**src/verilog/stc_map.vh**
```
`ifndef STC_MAP_VH
`define STC_MAP_VH

// register offsets (byte addresses on the register port)
`define STC_ADDR_W            12
`define STC_OFF_CAL_ENABLE    12'h2B0
`define STC_OFF_CAL_CONFIG    12'h2B1
`define STC_OFF_RESULT_B0     12'h2B2
`define STC_OFF_RESULT_B1     12'h2B3
`define STC_OFF_RESULT_B2     12'h2B4
`define STC_OFF_MANUAL_B0     12'h2B5
`define STC_OFF_MANUAL_B1     12'h2B6
`define STC_OFF_MANUAL_B2     12'h2B7
`define STC_OFF_RAMP_CTRL     12'h2B8
`define STC_OFF_IRQ_STATUS    12'h2B9
`define STC_OFF_IRQ_MASK      12'h2BA

// field positions
`define STC_EN_BIT            0
`define STC_AVG_MSB           3
`define STC_AVG_LSB           2
`define STC_HDUR_MSB          1
`define STC_HDUR_LSB          0
`define STC_DONE_BIT          17
`define STC_IRQ_DONE_BIT      0
`define STC_IRQ_FAIL_BIT      1

// reset values
`define STC_RST_CAL_ENABLE    8'h00
`define STC_RST_CAL_CONFIG    8'h05
`define STC_RST_MANUAL        24'h000000
`define STC_RST_RAMP_CTRL     8'h00
`define STC_RST_IRQ_MASK      2'h0

// timing counts in sample clock cycles, except STC_AVG_NUM_BASE, a count of averages
`define STC_ACC_LEN_BASE      9'h004
`define STC_AVG_NUM_BASE      9'h004
`define STC_PERIOD_MAX_0      15'd85
`define STC_PERIOD_MAX_1      15'd1100
`define STC_PERIOD_MAX_2      15'd5200
`define STC_PERIOD_MAX_3      15'd21580
`define STC_BOUND_BASE        256 * 19

`endif

```
**src/verilog/stc_accum.v**
```verilog
`timescale 1ns/1ns
`default_nettype none
`include "stc_map.vh"

// one high-speed accumulation: waits for a sysref rising edge, then counts
// the high samples of sysref over a window of 4, 16, 64 or 256 cycles
module stc_accum (
  input  wire       clk_i,
  input  wire       nrst_i,
  input  wire       start_i,
  input  wire       abort_i,
  input  wire [1:0] dur_code_i,
  input  wire       sysref_i,
  output reg  [8:0] count_o,
  output reg        done_o,
  output reg        timeout_o
);

  localparam [1:0] A_IDLE = 2'd0;
  localparam [1:0] A_WAIT = 2'd1;
  localparam [1:0] A_CNT  = 2'd2;

  function [14:0] period_max;
    input [1:0] code;
    begin
      case (code)
        2'd0:    period_max = `STC_PERIOD_MAX_0;
        2'd1:    period_max = `STC_PERIOD_MAX_1;
        2'd2:    period_max = `STC_PERIOD_MAX_2;
        default: period_max = `STC_PERIOD_MAX_3;
      endcase
    end
  endfunction

  reg  [1:0]  state_r;
  reg         sysref_d_r;
  reg  [14:0] wait_r;
  reg  [8:0]  win_r;
  reg  [8:0]  high_r;
  wire [8:0]  win_last = (`STC_ACC_LEN_BASE << {dur_code_i, 1'b0}) - 9'h001;
  wire        rise     = sysref_i & ~sysref_d_r;

  ////////////////////////////////////////////////////////////////////////////
  always @(posedge clk_i or negedge nrst_i) begin
    if (!nrst_i) begin
      state_r    <= A_IDLE;
      sysref_d_r <= 1'b0;
      wait_r     <= 15'h0000;
      win_r      <= 9'h000;
      high_r     <= 9'h000;
      count_o    <= 9'h000;
      done_o     <= 1'b0;
      timeout_o  <= 1'b0;
    end else begin
      sysref_d_r <= sysref_i;
      done_o     <= 1'b0;
      timeout_o  <= 1'b0;
      if (abort_i) begin
        state_r <= A_IDLE;
      end else begin
        case (state_r)
          A_IDLE: begin
            if (start_i) begin
              state_r <= A_WAIT;
              wait_r  <= 15'h0000;
            end
          end
          A_WAIT: begin
            // a sysref period beyond the limit means the measurement fails
            if (rise) begin
              state_r <= A_CNT;
              win_r   <= 9'h000;
              high_r  <= 9'h000;
            end else if (wait_r >= period_max(dur_code_i)) begin
              state_r   <= A_IDLE;
              timeout_o <= 1'b1;
            end else begin
              wait_r <= wait_r + 15'h0001;
            end
          end
          A_CNT: begin
            high_r <= high_r + {8'h00, sysref_i};
            win_r  <= win_r + 9'h001;
            if (win_r == win_last) begin
              count_o <= high_r + {8'h00, sysref_i};
              done_o  <= 1'b1;
              state_r <= A_IDLE;
            end
          end
          default: state_r <= A_IDLE;
        endcase
      end
    end
  end

endmodule // stc_accum
`default_nettype wire

```
**src/verilog/stc_top.v**
```verilog
`timescale 1ns/1ns
`default_nettype none
`include "stc_map.vh"

// Overview of operation
// - With calibration disabled the delay output follows the manual delay register bits 16:0, which is the reset state.
// - With calibration enabled the delay output comes from the calibration result and the manual register is ignored.
// - Only a 0-to-1 change of the enable bit starts a calibration; writes leaving it unchanged do not.
// - Bits 3:2 of the configuration select 4, 16, 64 or 256 averages, reset code 1.
// - Bits 1:0 of the configuration select 4, 16, 64 or 256 cycles per accumulation, reset code 1.
// - Calibration ends within 256 x 19 x 4^(averaging code + duration code + 2) cycles.
// - The done bit at status bit 17 reads 1 only while enabled and after the sequence completed.
// - Status bits 16:0 report the computed delay, meaningful only while done reads 1.
module stc_top #(
  parameter integer CAL_BOUND_BASE = `STC_BOUND_BASE
) (
  input  wire                   clk_i,
  input  wire                   nrst_i,
  // register port
  input  wire [`STC_ADDR_W-1:0] reg_addr_i,
  input  wire [7:0]             reg_wdata_i,
  input  wire                   reg_wr_i,
  input  wire                   reg_rd_i,
  output reg  [7:0]             reg_rdata_o,
  // sysref from the outside source, sampled on the sample clock
  input  wire                   sysref_i,
  // delay setting applied to the sample clock path
  output reg  [16:0]            aper_delay_o,
  output reg                    cal_done_o,
  output wire                   irq_o
);

  localparam [1:0] S_IDLE = 2'd0;
  localparam [1:0] S_RUN  = 2'd1;
  localparam [1:0] S_DONE = 2'd2;
  localparam [1:0] S_FAIL = 2'd3;

  function wr_hit;
    input [`STC_ADDR_W-1:0] off;
    begin
      wr_hit = reg_wr_i && (reg_addr_i == off);
    end
  endfunction

  ////////////////////////////////////////////////////////////////////////////
  // software registers

  reg  [7:0]  cal_enable_r;
  reg  [7:0]  cal_config_r;
  reg  [23:0] manual_delay_r;
  reg  [7:0]  ramp_ctrl_r;
  reg  [1:0]  irq_mask_r;
  reg  [1:0]  irq_stat_r;
  reg  [1:0]  irq_stat_nxt;

  wire        en_bit   = cal_enable_r[`STC_EN_BIT];
  wire        en_wr    = wr_hit(`STC_OFF_CAL_ENABLE);
  wire        en_new   = reg_wdata_i[`STC_EN_BIT];
  wire        cal_start = en_wr && en_new && !en_bit;
  wire        cal_stop  = en_wr && !en_new;

  always @(posedge clk_i or negedge nrst_i) begin
    if (!nrst_i) begin
      cal_enable_r   <= `STC_RST_CAL_ENABLE;
      cal_config_r   <= `STC_RST_CAL_CONFIG;
      manual_delay_r <= `STC_RST_MANUAL;
      ramp_ctrl_r    <= `STC_RST_RAMP_CTRL;
      irq_mask_r     <= `STC_RST_IRQ_MASK;
    end else begin
      if (en_wr)
        cal_enable_r <= reg_wdata_i;
      if (wr_hit(`STC_OFF_CAL_CONFIG))
        cal_config_r <= reg_wdata_i;
      if (wr_hit(`STC_OFF_MANUAL_B0))
        manual_delay_r[7:0] <= reg_wdata_i;
      if (wr_hit(`STC_OFF_MANUAL_B1))
        manual_delay_r[15:8] <= reg_wdata_i;
      if (wr_hit(`STC_OFF_MANUAL_B2))
        manual_delay_r[23:16] <= reg_wdata_i;
      if (wr_hit(`STC_OFF_RAMP_CTRL))
        ramp_ctrl_r <= reg_wdata_i;
      if (wr_hit(`STC_OFF_IRQ_MASK))
        irq_mask_r <= reg_wdata_i[1:0];
    end
  end

  ////////////////////////////////////////////////////////////////////////////
  // calibration sequencer

  reg  [1:0]  state_r;
  reg  [1:0]  avg_code_r;
  reg  [1:0]  dur_code_r;
  reg  [16:0] sum_r;
  reg  [8:0]  avg_cnt_r;
  reg  [31:0] bound_cnt_r;
  reg  [16:0] cal_delay_r;
  reg         acc_start_r;
  reg         ev_done_r;
  reg         ev_fail_r;

  wire [8:0]  acc_count;
  wire        acc_done;
  wire        acc_timeout;

  // the configuration is captured at start, so a late write cannot
  // disturb a sequence already under way
  wire [8:0]  avg_num   = `STC_AVG_NUM_BASE << {avg_code_r, 1'b0};
  wire [2:0]  code_sum  = {1'b0, avg_code_r} + {1'b0, dur_code_r};
  wire [4:0]  bound_sh  = {code_sum, 1'b0} + 5'd4;
  wire [31:0] bound_base = CAL_BOUND_BASE;
  wire [31:0] bound_lim = bound_base << bound_sh;
  wire [3:0]  norm_sh   = 4'd12 - {code_sum, 1'b0};
  wire [16:0] sum_add   = sum_r + {8'h00, acc_count};
  wire        last_avg  = (avg_cnt_r + 9'h001) == avg_num;

  always @(posedge clk_i or negedge nrst_i) begin
    if (!nrst_i) begin
      state_r     <= S_IDLE;
      avg_code_r  <= 2'd0;
      dur_code_r  <= 2'd0;
      sum_r       <= 17'h00000;
      avg_cnt_r   <= 9'h000;
      bound_cnt_r <= 32'h00000000;
      cal_delay_r <= 17'h00000;
      acc_start_r <= 1'b0;
      ev_done_r   <= 1'b0;
      ev_fail_r   <= 1'b0;
    end else begin
      acc_start_r <= 1'b0;
      ev_done_r   <= 1'b0;
      ev_fail_r   <= 1'b0;
      if (cal_start) begin
        state_r     <= S_RUN;
        avg_code_r  <= cal_config_r[`STC_AVG_MSB:`STC_AVG_LSB];
        dur_code_r  <= cal_config_r[`STC_HDUR_MSB:`STC_HDUR_LSB];
        sum_r       <= 17'h00000;
        avg_cnt_r   <= 9'h000;
        bound_cnt_r <= 32'h00000000;
        acc_start_r <= 1'b1;
      end else if (cal_stop) begin
        state_r <= S_IDLE;
      end else begin
        case (state_r)
          S_RUN: begin
            bound_cnt_r <= bound_cnt_r + 32'h00000001;
            if (acc_timeout || bound_cnt_r >= bound_lim) begin
              state_r   <= S_FAIL;
              ev_fail_r <= 1'b1;
            end else if (acc_done) begin
              if (last_avg) begin
                cal_delay_r <= sum_add << norm_sh;
                state_r     <= S_DONE;
                ev_done_r   <= 1'b1;
              end else begin
                sum_r       <= sum_add;
                avg_cnt_r   <= avg_cnt_r + 9'h001;
                acc_start_r <= 1'b1;
              end
            end
          end
          S_DONE:  state_r <= S_DONE;
          S_FAIL:  state_r <= S_FAIL;
          S_IDLE:  state_r <= S_IDLE;
          default: state_r <= S_IDLE;
        endcase
      end
    end
  end

  stc_accum u_accum (
    .clk_i      (clk_i),
    .nrst_i     (nrst_i),
    .start_i    (acc_start_r),
    .abort_i    (cal_start || cal_stop),
    .dur_code_i (dur_code_r),
    .sysref_i   (sysref_i),
    .count_o    (acc_count),
    .done_o     (acc_done),
    .timeout_o  (acc_timeout)
  );

  ////////////////////////////////////////////////////////////////////////////
  // delay output and done flag

  wire done_now = en_bit && (state_r == S_DONE);

  always @(posedge clk_i or negedge nrst_i) begin
    if (!nrst_i) begin
      aper_delay_o <= 17'h00000;
      cal_done_o   <= 1'b0;
    end else begin
      cal_done_o <= done_now;
      if (en_bit)
        aper_delay_o <= cal_delay_r;
      else
        aper_delay_o <= manual_delay_r[16:0];
    end
  end

  ////////////////////////////////////////////////////////////////////////////
  // interrupt: sticky events, cleared by reading the status byte

  wire stat_rd = reg_rd_i && (reg_addr_i == `STC_OFF_IRQ_STATUS);

  always @* begin
    irq_stat_nxt = irq_stat_r;
    if (stat_rd)
      irq_stat_nxt = 2'b00;
    // a new event wins over the clear of the same cycle
    irq_stat_nxt[`STC_IRQ_DONE_BIT] = irq_stat_nxt[`STC_IRQ_DONE_BIT]
                                      | ev_done_r;
    irq_stat_nxt[`STC_IRQ_FAIL_BIT] = irq_stat_nxt[`STC_IRQ_FAIL_BIT]
                                      | ev_fail_r;
  end

  always @(posedge clk_i or negedge nrst_i) begin
    if (!nrst_i)
      irq_stat_r <= 2'b00;
    else
      irq_stat_r <= irq_stat_nxt;
  end

  assign irq_o = |(irq_stat_r & irq_mask_r);

  ////////////////////////////////////////////////////////////////////////////
  // read port: data stand only in the cycle after the strobe

  reg [7:0] rdata_nxt;

  always @* begin
    rdata_nxt = 8'h00;
    case (reg_addr_i)
      `STC_OFF_CAL_ENABLE: rdata_nxt = cal_enable_r;
      `STC_OFF_CAL_CONFIG: rdata_nxt = cal_config_r;
      `STC_OFF_RESULT_B0:  rdata_nxt = cal_delay_r[7:0];
      `STC_OFF_RESULT_B1:  rdata_nxt = cal_delay_r[15:8];
      `STC_OFF_RESULT_B2:  rdata_nxt = {6'h00, done_now,
                                        cal_delay_r[16]};
      `STC_OFF_MANUAL_B0:  rdata_nxt = manual_delay_r[7:0];
      `STC_OFF_MANUAL_B1:  rdata_nxt = manual_delay_r[15:8];
      `STC_OFF_MANUAL_B2:  rdata_nxt = manual_delay_r[23:16];
      `STC_OFF_RAMP_CTRL:  rdata_nxt = ramp_ctrl_r;
      `STC_OFF_IRQ_STATUS: rdata_nxt = {6'h00, irq_stat_r};
      `STC_OFF_IRQ_MASK:   rdata_nxt = {6'h00, irq_mask_r};
      default:             rdata_nxt = 8'h00;
    endcase
  end

  always @(posedge clk_i or negedge nrst_i) begin
    if (!nrst_i)
      reg_rdata_o <= 8'h00;
    else if (reg_rd_i)
      reg_rdata_o <= rdata_nxt;
    else
      reg_rdata_o <= 8'h00;
  end

endmodule // stc_top
`default_nettype wire
```
**config.mk**
```make
export PLATFORM = sky130hd
export DESIGN_NAME = stc_top
export DESIGN_NICKNAME = d
export VERILOG_FILES = /design/src/verilog/stc_accum.v /design/src/verilog/stc_top.v
export VERILOG_INCLUDE_DIRS = /design/src /design/src/verilog
export SDC_FILE = /design/constraint.sdc
export NUM_CORES = 1
export LEC_CHECK = 0
export ABC_AREA = 1
export BUFFER_PORTS_ARGS = -buffer_cell sky130_fd_sc_hd__buf_4
export CELL_PAD_IN_SITES_DETAIL_PLACEMENT = 0
export CELL_PAD_IN_SITES_GLOBAL_PLACEMENT = 1
export CORE_MARGIN = 4
export CORE_UTILIZATION = 45
export DETAILED_ROUTE_END_ITERATION = 10
export HOLD_SLACK_MARGIN = 0.15
export PLACE_DENSITY_LB_ADDON = 0.1
export SETUP_SLACK_MARGIN = 0.1
export SYNTH_ARGS = -nofsm -noshare
export SYNTH_HDL_FRONTEND = slang
export SYNTH_SLANG_ARGS = --single-unit
```
**constraint.sdc**
```tcl
create_clock -name clk_i -period 4 [get_ports clk_i]
set_input_delay 0 -clock clk_i [delete_from_list [all_inputs] [get_ports clk_i]]
set_output_delay 0 -clock clk_i [all_outputs]
set_load 0.01 [all_outputs]
```
==> results of run 1 <==
==> kinds of logic (layout without fill, tap and decap cells) <==
kind of cell | Yosys count | count (layout) | synth area share
and+or+nand+nor | 949 | 951 | 0.326
buffers and inverters | 260 | 355 | 0.0806
AOI/OAI and AO/OA | 231 | 231 | 0.0994
DFF | 209 | 209 | 0.410
adders and majority gates | 57 | 57 | 0.0570
xor gates and xnor gates | 40 | 40 | 0.0274
==> worst max-delay path: stages, from the launching register on <==
cell	delay [ns]
dfrtp_1	0.38
ha_1	0.20
inv_1	0.07
fa_1	0.45
inv_1	0.19
ha_4	0.25
nor2_1	0.15
nand2_1	0.10
and2_1	0.17
ha_1	0.26
nand2_1	0.06
inv_1	0.04
nand2_1	0.05
nand2_1	0.04
nand2_1	0.06
nand2_1	0.06
nand2_1	0.09
nand3_2	0.15
nor2_4	0.18
nand2_4	0.13
nor2_4	0.12
buf_4	0.16
nand2_1	0.05
o21ai_1	0.07
==> synthesized netlist by cell type, types with 2 or more instances <==
cell type and number:
nor2_4 3, o21ai_1 9, inv_1 202, clkinv_1 4, o22ai_1 8, nor2_2 4, ha_1 55, dfrtp_1 207
nor3_1 29, nand2_1 519, nor4_1 8, nand3_4 2, nand3_1 198, nand3b_1 5, a221oi_1 5, fa_1 2
inv_2 8, nor2_1 118, dfstp_2 2, a211oi_1 7, nand2_2 10, a31oi_1 2, buf_2 10, nand4_1 35
a21oi_2 2, or2_2 9, xnor2_1 6, xor2_1 34, o21bai_1 8, clkbuf_1 27, clkbuf_2 2, o211ai_1 3
o21a_1 2, o31ai_1 4, buf_4 2, a21oi_1 43, o21ai_0 135, buf_6 4, nor3b_1 2
==> final cells by class <==
class                   count  area share
flip-flops and latches    209       0.353
repair buffers             96      0.0555
clock buffers              32      0.0460
multi-input cells        1279       0.442
well taps                 378      0.0319
clock inverters            13      0.0175
inverters                 214      0.0541
==> sequential cells by signal (all words and copies together), names as in the netlist, 8 cells and up <==
signal	count
u_accum.win_r	9
u_accum.count_o	9
aper_delay_o	17
cal_delay_r	17
u_accum.wait_r	15
u_accum.high_r	9
reg_rdata_o	8
avg_cnt_r	9
ramp_ctrl_r	8
cal_config_r	8
bound_cnt_r	32
manual_delay_r	24
cal_enable_r	8
sum_r	17
==> through the flow <==
| stage | hold slack, ns | cells | util | power, mW |
|---|---|---|---|---|
| floorplan | -0.296 | 1746 | - | 2.59 |
| global placement | 0.113 | 2146 | 0.486 | 2.75 |
| detailed placement | 0.117 | 2146 | 0.486 | 2.75 |
| CTS | 0.158 | 2219 | 0.530 | 5.39 |
| global route | 0.156 | 2221 | 0.533 | 5.56 |
| finish | 0.163 | 2221 | 0.533 | 5.32 |
==> worst paths after layout <==
kind	start	endpoint	slack, ns	depth (start not counted)
setup / recovery	avg_code_r[0]$_DFFE_PN0P_	avg_cnt_r[5]$_DFFE_PN0P_	0.44	23
hold / removal	sysref_i	u_accum.sysref_d_r$_DFF_PN0_	0.16	2
setup reg to reg	avg_code_r[0]$_DFFE_PN0P_	avg_cnt_r[5]$_DFFE_PN0P_	0.44	23
hold reg to reg	ev_done_r$_DFF_PN0_	irq_stat_r[0]$_DFF_PN0_	0.46	1
max in group asynchronous	nrst_i	cal_config_r[2]$_DFFE_PN1P_	2.51	4
min in group asynchronous	nrst_i	bound_cnt_r[24]$_DFFE_PN0P_	0.62	3
==> power by group through the flow <==
stage	combinational [mW]	clock [mW]	sequential (mW)
6_report	0.527	2.60	2.19
5_1_grt	0.607	2.76	2.20
4_1_cts	0.538	2.65	2.20
3_5_place_dp	0.519	0	2.23
3_3_place_gp	0.517	0	2.23
2_1_floorplan	0.366	0	2.22
==> metal layers <==
| layer | vias up | track usage | share of wire |
|---|---|---|---|
| met4 | 0 | 0.0503 | 0.019 |
| met5 | - | 0 | 0 |
| met2 | 265 | 0.355 | 0.44 |
| li1 | 5853 | - | - |
| met1 | 5393 | 0.332 | 0.49 |
| met3 | 41 | 0.0296 | 0.048 |
==> what timing repair did <==
action | 4_1_cts | 5_1_grt
hold endpoints to repair | 191 | 0
setup buffers | 3 | 1
pin swaps | 2 | 2
gates cloned | 1 | 1
gates resized for setup | 1 | 6
endpoints found under the setup margin | 26 | 42
hold buffers | 24 | 0
==> reports/qor.csv, run 1 <==
metric,value,unit
status,finished clean,
synth-seq-cells,209,
hold_class,in -> reg,
powerDensity,359,mW/mm^2
cp.arrival,4.01,ns
die_w,176,um
grt_pass1_vias,11100,
dieArea,0.0311,mm^2
crit_type,reg -> reg,
cts.clk_slew.worst_paths,0.06,ns
dr_total_vias,11600,
pwr-share-seq,0.412,
drive_above_1_share,0.0906,
grt_first_pass_wirelength,57.7,mm
fmax,281,MHz
yosys-top-cells-area,"dfrtp_1 (41%), nand2_1 (15%), nand3_1 (7.8%), inv_1 (5.9%), ha_1 (5.4%)",
path_max_fanout,4,
diodes,0,
final.setup.tns,0,ns
ys_seq_area_frac,0.410,
post-route-period-util,0.890,
peakVddDrop,0.304,mV
drt_wl_total,34.9,mm
p_int,3.96,mW
synthFlopType,dfrtp_1,
yosysWarnings,0,
synthesis.nets,1828,
io_pins,52,
viasPerCell,5.20,
grt_util_all_layers,0.225,
drv_cap,0,
synth_cells,1746,
final_nets,1907,
final_area,0.0148,mm^2
gp_congestion,0.884,
cts_tree,built,
clock_sinks,209,
comb_power_share,0.099,
buffer_ports.inserted,51,
drc_errors,0,
die_h,176,um
cp-start-kind,register,
tightest_slew,0.914,ns
finalSetupViolations,0,
post_dp_cell_area,0.0135,mm^2
avgRoutedWirePerCell,15.7,um
multi_input_area,0.00657,mm^2
syn_avg_cell_area,7.31,um^2
htreeDepth,1,
sw_frac_of_total,0.257,
p_sw,1.37,mW
clock_path_buffers,3,
ctsRootBufferMaster,clkbuf_16,
layout_commonest_cell,nand2_1,
core,0.0279,mm^2
worst_slack,0.438,ns
place_ws,0.0192,ns
synth_top_cell_by_area,dfrtp_1,
synth_area,0.0128,mm^2
drv_slew,0,
required,4.45,ns
leakage,7.39,nW
antenna_found_initial,0,
drtAntennaViolNets,0,
hold_viol,0,
drtPass1Iterations,5,
end_kind,register,
period_minus_slack,3.56,ns
ff_latch_area,0.00523,mm^2
grt_start_max_net_pins,80,
final_cell_mix,"nand2_1 (519), dfrtp_1 (207), inv_1 (202)",
clock_latency,0.53,ns
rsz0062_at_grt,no,
clock_skew,0.00951,ns
fill_cells,2715,
gr-total-overflow,0,
async_flop_share,1.00,
synth_edf_count,0,
row_count,61,
area_growth,16.2,%
start_util,0.458,
cts_made_buffers,25,
slew_headroom,0.388,
drt_iter0_drc,950,
yosysUniqueCellTypes,50,
dp_hpwl,24.9,mm
synth_top_area_share,0.406,
clock_power_share,0.489,
Power figures use the tool's default switching activity.
==> run 2: changes to the inputs <==
--- a/config.mk
+++ b/config.mk
@@ -13,8 +13,10 @@
 export CORE_MARGIN = 4
 export CORE_UTILIZATION = 45
 export DETAILED_ROUTE_END_ITERATION = 10
+export GPL_ROUTABILITY_DRIVEN = 0
 export HOLD_SLACK_MARGIN = 0.15
 export PLACE_DENSITY_LB_ADDON = 0.1
+export RECOVER_POWER = 25
 export SETUP_SLACK_MARGIN = 0.1
 export SYNTH_ARGS = -nofsm -noshare
 export SYNTH_HDL_FRONTEND = slang
==> run 2 against run 1 <==
Effect of this change:
- the run now ends with capacitance limit, slew limit left
- fmax about the same
- via count barely moved
- combinational power is essentially flat
- non-clock buffer count is the same
- final cell count did not move
- global-route usage stayed put
- sequential share of layout area rose by 0.28 points
- design area fell by 0.78%
- register-to-register slack hardly changed
- clock power is essentially flat
- worst setup slack worse by 0.00075 ns
==> reports/qor.csv, run 2 (same netlist as run 1, synthesis figures left out) <==
metric,value,unit,change
antenna_found_initial,0,,unchanged
clock_latency,0.54,ns,about the same
powerDensity,362,mW/mm^2,+0.85%
top_register,bound_cnt_r,,
status,finished with violations,,
grt_pass1_vias,11100,,unchanged
grt_util_all_layers,0.225,,unchanged
failed_checks,"capacitance limit, slew limit",,
diodes,0,,unchanged
slew_headroom,-0.496,,-0.884
hold_viol,0,,unchanged
drive_above_1_share,0.0749,,-0.0157
crit_type,reg -> reg,,
rsz0062_at_grt,no,,
dp_hpwl,24.9,mm,unchanged
finalSetupViolations,0,,unchanged
clock_path_buffers,3,,unchanged
leakage,7.28,nW,-1.6%
end_kind,register,,
core,0.0279,mm^2,unchanged
peakVddDrop,0.304,mV,about the same
reg_top3,"bound_cnt_r: 32 flops, manual_delay_r: 24 flops",,
htreeDepth,1,,unchanged
layout_commonest_cell,nand2_1,,
period_minus_slack,3.56,ns,+0.000747 ns
drt_iter0_drc,850,,-11%
drv_slew,78,,+78
cts_tree,built,,
final_cell_mix,"nand2_1 (519), dfrtp_1 (207), inv_1 (203)",,
grt_first_pass_wirelength,57.7,mm,unchanged
drc_errors,0,,unchanged
place_ws,0.0192,ns,unchanged
area_growth,15.3,%,
die_h,176,um,unchanged
start_util,0.458,,unchanged
die_w,176,um,unchanged
cts_made_buffers,25,,unchanged
final_nets,1907,,unchanged
buffer_ports.inserted,51,,unchanged
cts.clk_slew.worst_paths,0.06,ns,about the same
post-route-period-util,0.891,,about the same
dr_total_vias,11600,,+0.026%
largest_register_ffs,32,,unchanged
gr-total-overflow,0,,unchanged
hold_class,in -> reg,,
drtAntennaViolNets,0,,unchanged
drtPass1Iterations,5,,unchanged
dieArea,0.0311,mm^2,unchanged
cp-start-kind,register,,
drv_cap,1,,+1
cp.arrival,4.02,ns,about the same
path_max_fanout,4,,unchanged
drt_wl_total,34.9,mm,about the same
viasPerCell,5.20,,about the same
worst_slack,0.437,ns,-0.000747 ns
ctsRootBufferMaster,clkbuf_16,,
clock_sinks,209,,unchanged
avgRoutedWirePerCell,15.7,um,about the same
final.setup.tns,0,ns,unchanged
dp_cells,2146,,unchanged
row_count,61,,unchanged
required,4.45,ns,about the same
io_pins,52,,unchanged
tightest_slew,2.24,ns,+1.33 ns
grt_start_max_net_pins,80,,unchanged
final_cells,2221,,unchanged
fmax,281,MHz,about the same
clock_skew,0.0154,ns,+0.00588 ns
## run 2: through the flow
step | area (um^2) | utilization | power, mW | hold WS [ns]
detailed placement | 13500 | 0.486 | 2.75 | 0.117
floorplan | 12800 | - | 2.59 | -0.296
global placement | 13500 | 0.486 | 2.75 | 0.113
global route | 14700 | 0.528 | 5.56 | 0.196
CTS | 14800 | 0.530 | 5.39 | 0.158
finish | 14700 | 0.528 | 5.33 | 0.179
## run 2: path summary, 6_finish.rpt
kind                            depth (start not counted)                          end  slack [ns]                       from
worst max-delay path                                   23        sum_r[16]$_DFFE_PN0P_        0.44  avg_code_r[0]$_DFFE_PN0P_
worst min-delay path                                    8     reg_rdata_o[3]$_DFF_PN0_        0.18             reg_addr_i[10]
worst max register to register                         23        sum_r[16]$_DFFE_PN0P_        0.44  avg_code_r[0]$_DFFE_PN0P_
worst min register to register                          1      irq_stat_r[0]$_DFF_PN0_        0.46        ev_done_r$_DFF_PN0_
max in group asynchronous                               4   ramp_ctrl_r[4]$_DFFE_PN0P_        1.43                     nrst_i
min in group asynchronous                               3  bound_cnt_r[24]$_DFFE_PN0P_        1.21                     nrst_i
## run 2: layout make-up
type                            count  area, um^2
Fill cell                        2735       13100
Multi-Input combinational cell   1279        6570
Sequential cell                   209        5230
Inverter                          214         803
Timing Repair Buffer               96         708
Clock buffer                       32         682
Tap cell                          378         473
Clock inverter                     13         259
## run 2: worst max-delay path: stages, from the launching register on
cell and delay, ns:
dfrtp_1 0.38, ha_1 0.20, inv_1 0.07, fa_1 0.45
inv_1 0.19, ha_4 0.25, nor2_1 0.15, nand2_1 0.10
and2_1 0.17, ha_1 0.26, nand2_1 0.06, inv_1 0.04
nand2_1 0.05, nand2_1 0.04, nand2_1 0.06, nand2_1 0.06
nand2_1 0.09, nand3_2 0.15, nor2_4 0.18, nand2_4 0.13
nor2_4 0.12, buf_4 0.16, nand2_1 0.05, o21ai_1 0.07
## run 2: per-layer routing
metal	vias up	wire length, um	GRT usage
met3	42	1670	0.0296
met5	-	0	0
met4	0	677	0.0503
met2	242	15300	0.355
met1	5418	17300	0.332
li1	5853	-	-
## run 2: power by group
| group | switching, mW | internal [mW] | leakage (nW) |
|---|---|---|---|
| Clock | 0.946 | 1.66 | 0.463 |
| Sequential | 0.0412 | 2.15 | 2.69 |
| Combinational | 0.384 | 0.142 | 4.13 |
## run 2: what timing repair did
action | CTS | global route
gates cloned | 1 | 1
buffers inserted | 3 | 1
hold buffers | 24 | 0
pin swaps | 2 | 2
endpoints found under the setup margin | 26 | 42
hold endpoints to repair | 191 | 0
gates resized for setup | 1 | 6
==> run 3: changes to the inputs <==
--- a/config.mk
+++ b/config.mk
@@ -11,7 +11,7 @@
 export CELL_PAD_IN_SITES_DETAIL_PLACEMENT = 0
 export CELL_PAD_IN_SITES_GLOBAL_PLACEMENT = 1
 export CORE_MARGIN = 4
-export CORE_UTILIZATION = 45
+export CORE_UTILIZATION = 46
 export DETAILED_ROUTE_END_ITERATION = 10
 export GPL_ROUTABILITY_DRIVEN = 0
 export HOLD_SLACK_MARGIN = 0.15
==> constraint.sdc (replaced) <==
create_clock -name clk_i -period 4 [get_ports clk_i]
set_input_delay 0 -clock clk_i [delete_from_list [all_inputs] [get_ports clk_i]]
set_output_delay 0 -clock clk_i [all_outputs]
set_load 0.02 [all_outputs]
==> run 3 against run 2 <==
Effect of this change:
- the flow still finishes with violations (capacitance limit, slew limit)
- fmax down 1.4%
- sequential share of layout area up 0.25 points
- global-route usage increased by 0.43 points
- clock-buffer cell count grew 1
- sequential cell count did not move
- non-clock buffer count is 1 lower
- clock power decreased by 15%
==> reports/qor.csv, run 3 (same netlist as run 1, synthesis figures left out) <==
metric,value,unit,change
place_ws,0.0610,ns,+0.0418 ns
drv_cap,1,,unchanged
drive_above_1_share,0.0887,,+0.0139
drc_errors,0,,unchanged
diodes,0,,unchanged
dieArea,0.0305,mm^2,-2.1%
largest_register_ffs,32,,unchanged
viasPerCell,5.20,,-0.10%
reg_top3,"bound_cnt_r: 32 flops, manual_delay_r: 24 flops",,
die_w,175,um,-1.0%
layout_commonest_cell,nand2_1,,
fmax,277,MHz,-1.4%
avgRoutedWirePerCell,15.7,um,-0.18%
status,finished with violations,,
final_cells,2209,,-0.54%
drtAntennaViolNets,0,,unchanged
ff_latch_area,0.00523,mm^2,unchanged
post-route-period-util,0.903,,+0.0125
cp-start-kind,register,,
drtPass1Iterations,7,,+2
multi_input_area,0.00656,mm^2,about the same
clock_skew,0.0227,ns,+0.00727 ns
ctsRootBufferMaster,clkbuf_16,,
grt_util_all_layers,0.229,,+0.00433
slowest_stage,fa_1,,
final_nets,1905,,-0.10%
row_count,60,,-1.6%
dr_total_vias,11500,,-0.64%
peakVddDrop,0.428,mV,+41%
crit_type,reg -> reg,,
die_h,175,um,-1.0%
rsz0062_at_grt,no,,
hold_viol,0,,unchanged
htreeDepth,1,,unchanged
core,0.0271,mm^2,-2.7%
grt_first_pass_wirelength,58.3,mm,+1.0%
cp.arrival,4.07,ns,+0.05 ns
clock_latency,0.53,ns,about the same
cts.clk_slew.worst_paths,0.07,ns,about the same
buffer_ports.inserted,51,,unchanged
hold_class,in -> reg,,
drt_wl_total,34.7,mm,-0.72%
end_kind,register,,
failed_checks,"capacitance limit, slew limit",,
final_cell_mix,"nand2_1 (519), dfrtp_1 (207), inv_1 (201)",,
cts_tree,built,,
dp_cells,2140,,-0.28%
io_pins,52,,unchanged
required,4.46,ns,about the same
crit_path_frequent_cell,nand2_1,,
start_util,0.471,,+0.0128
r2r_slack,0.39,ns,-0.05 ns
drt_iter0_drc,825,,-2.9%
area_growth,14.5,%,
hold-worst-slack,0.200,ns,+0.0212 ns
clock_path_buffers,3,,unchanged
path_cells,ha_1 -> inv_1 -> fa_1 -> inv_2 -> ha_4 -> nor2_2 -> nand2_1 -> nand2_1 -> inv_1 -> ha_1 -> nand2_1 -> inv_1 -> nand2_1 -> a21oi_1 -> nor2_1 -> nand3_2 -> nor2_4 -> nand2_2 -> nor2_4 -> nand3_1 -> nand2_1,,
antenna_found_initial,0,,unchanged
slew_headroom,-1.20,,-0.702
cts_made_buffers,24,,-4.0%
fill_cells,2642,,-3.4%
grt_start_max_net_pins,133,,+66%
slowest_delay,0.45,ns,about the same
worst_slack,0.387,ns,-0.0501 ns
period_minus_slack,3.61,ns,+0.0501 ns
tightest_slew,3.30,ns,+1.05 ns
top_register,bound_cnt_r,,
clock_sinks,209,,unchanged
gr-total-overflow,0,,unchanged
powerDensity,337,mW/mm^2,-6.8%
grt_pass1_vias,11200,,+1.3%
path_max_fanout,6,,+2
leakage,7.28,nW,about the same
final.setup.tns,0,ns,unchanged
drv_slew,133,,+71%
finalSetupViolations,0,,unchanged
dp_hpwl,25.0,mm,+0.40%
-- run 3: cell types whose count changed in the layout (fill, tap and decap cells not counted), moves of 2 or more --
cell	delta
inv_1	-2
buf_12	-2
buf_4	+29
clkbuf_1	-27
bufinv_16	-5
clkbuf_8	+2
inv_2	+2
-- run 3: power breakdown --
| part | internal [mW] | switching, mW |
|---|---|---|
| logic | 0.140 | 0.391 |
| clock network | 1.32 | 0.889 |
| registers | 2.15 | 0.0419 |
| total | 3.61 | 1.32 |
-- run 3: per-stage QoR --
stage / instance area (um^2) / power [mW] / utilization
floorplan: 12800 / 2.59 / -
global placement: 13500 / 2.75 / 0.499
detailed placement: 13500 / 2.76 / 0.499
CTS: 14600 / 5.00 / 0.538
global route: 14600 / 5.16 / 0.539
finish: 14600 / 4.93 / 0.539
-- run 3: critical path, delay by kind of cell (launching register included) --
| family | cells | cell delay [ns] |
|---|---|---|
| and+or+nand+nor | 12 | 1.67 |
| adders and majority gates | 4 | 1.14 |
| DFF | 1 | 0.39 |
| buffers and inverters | 4 | 0.28 |
| AOI/OAI and AO/OA | 1 | 0.06 |
-- run 3: area by class of cell --
| type | instances | area share |
|---|---|---|
| well taps | 372 | 0.0318 |
| clock inverters | 7 | 0.00659 |
| clock buffers | 33 | 0.0468 |
| multi-input cells | 1279 | 0.449 |
| inverters | 214 | 0.0549 |
| repair buffers | 95 | 0.0530 |
| flip-flops and latches | 209 | 0.358 |
-- run 3: what timing repair did --
item,in CTS,in global routing
hold buffers,22,0
resized for setup,2,6
endpoints found under the hold margin,214,0
pin swaps,2,2
setup endpoints to repair,26,43
cloned,1,1
buffers inserted,4,1
-- run 3: per-layer routing --
layer | part of all wire | wire length, um | global-route usage
met1 | 0.48 | 16700 | 0.336
met2 | 0.45 | 15600 | 0.368
met3 | 0.048 | 1660 | 0.0296
met4 | 0.019 | 673 | 0.0458
met5 | 0 | 0 | 0
-- run 3: worst paths after layout --
| check | startpoint | endpoint | depth (start not counted) |
|---|---|---|---|
| worst max-delay path | avg_code_r[0]$_DFFE_PN0P_ | sum_r[11]$_DFFE_PN0P_ | 21 |
| worst min-delay path | reg_addr_i[11] | reg_rdata_o[3]$_DFF_PN0_ | 8 |
| worst max register to register | avg_code_r[0]$_DFFE_PN0P_ | sum_r[11]$_DFFE_PN0P_ | 21 |
| worst min register to register | ev_fail_r$_DFF_PN0_ | irq_stat_r[1]$_DFF_PN0_ | 1 |
| max in group asynchronous | nrst_i | aper_delay_o[5]$_DFF_PN0_ | 2 |
| min in group asynchronous | nrst_i | bound_cnt_r[9]$_DFFE_PN0P_ | 2 |
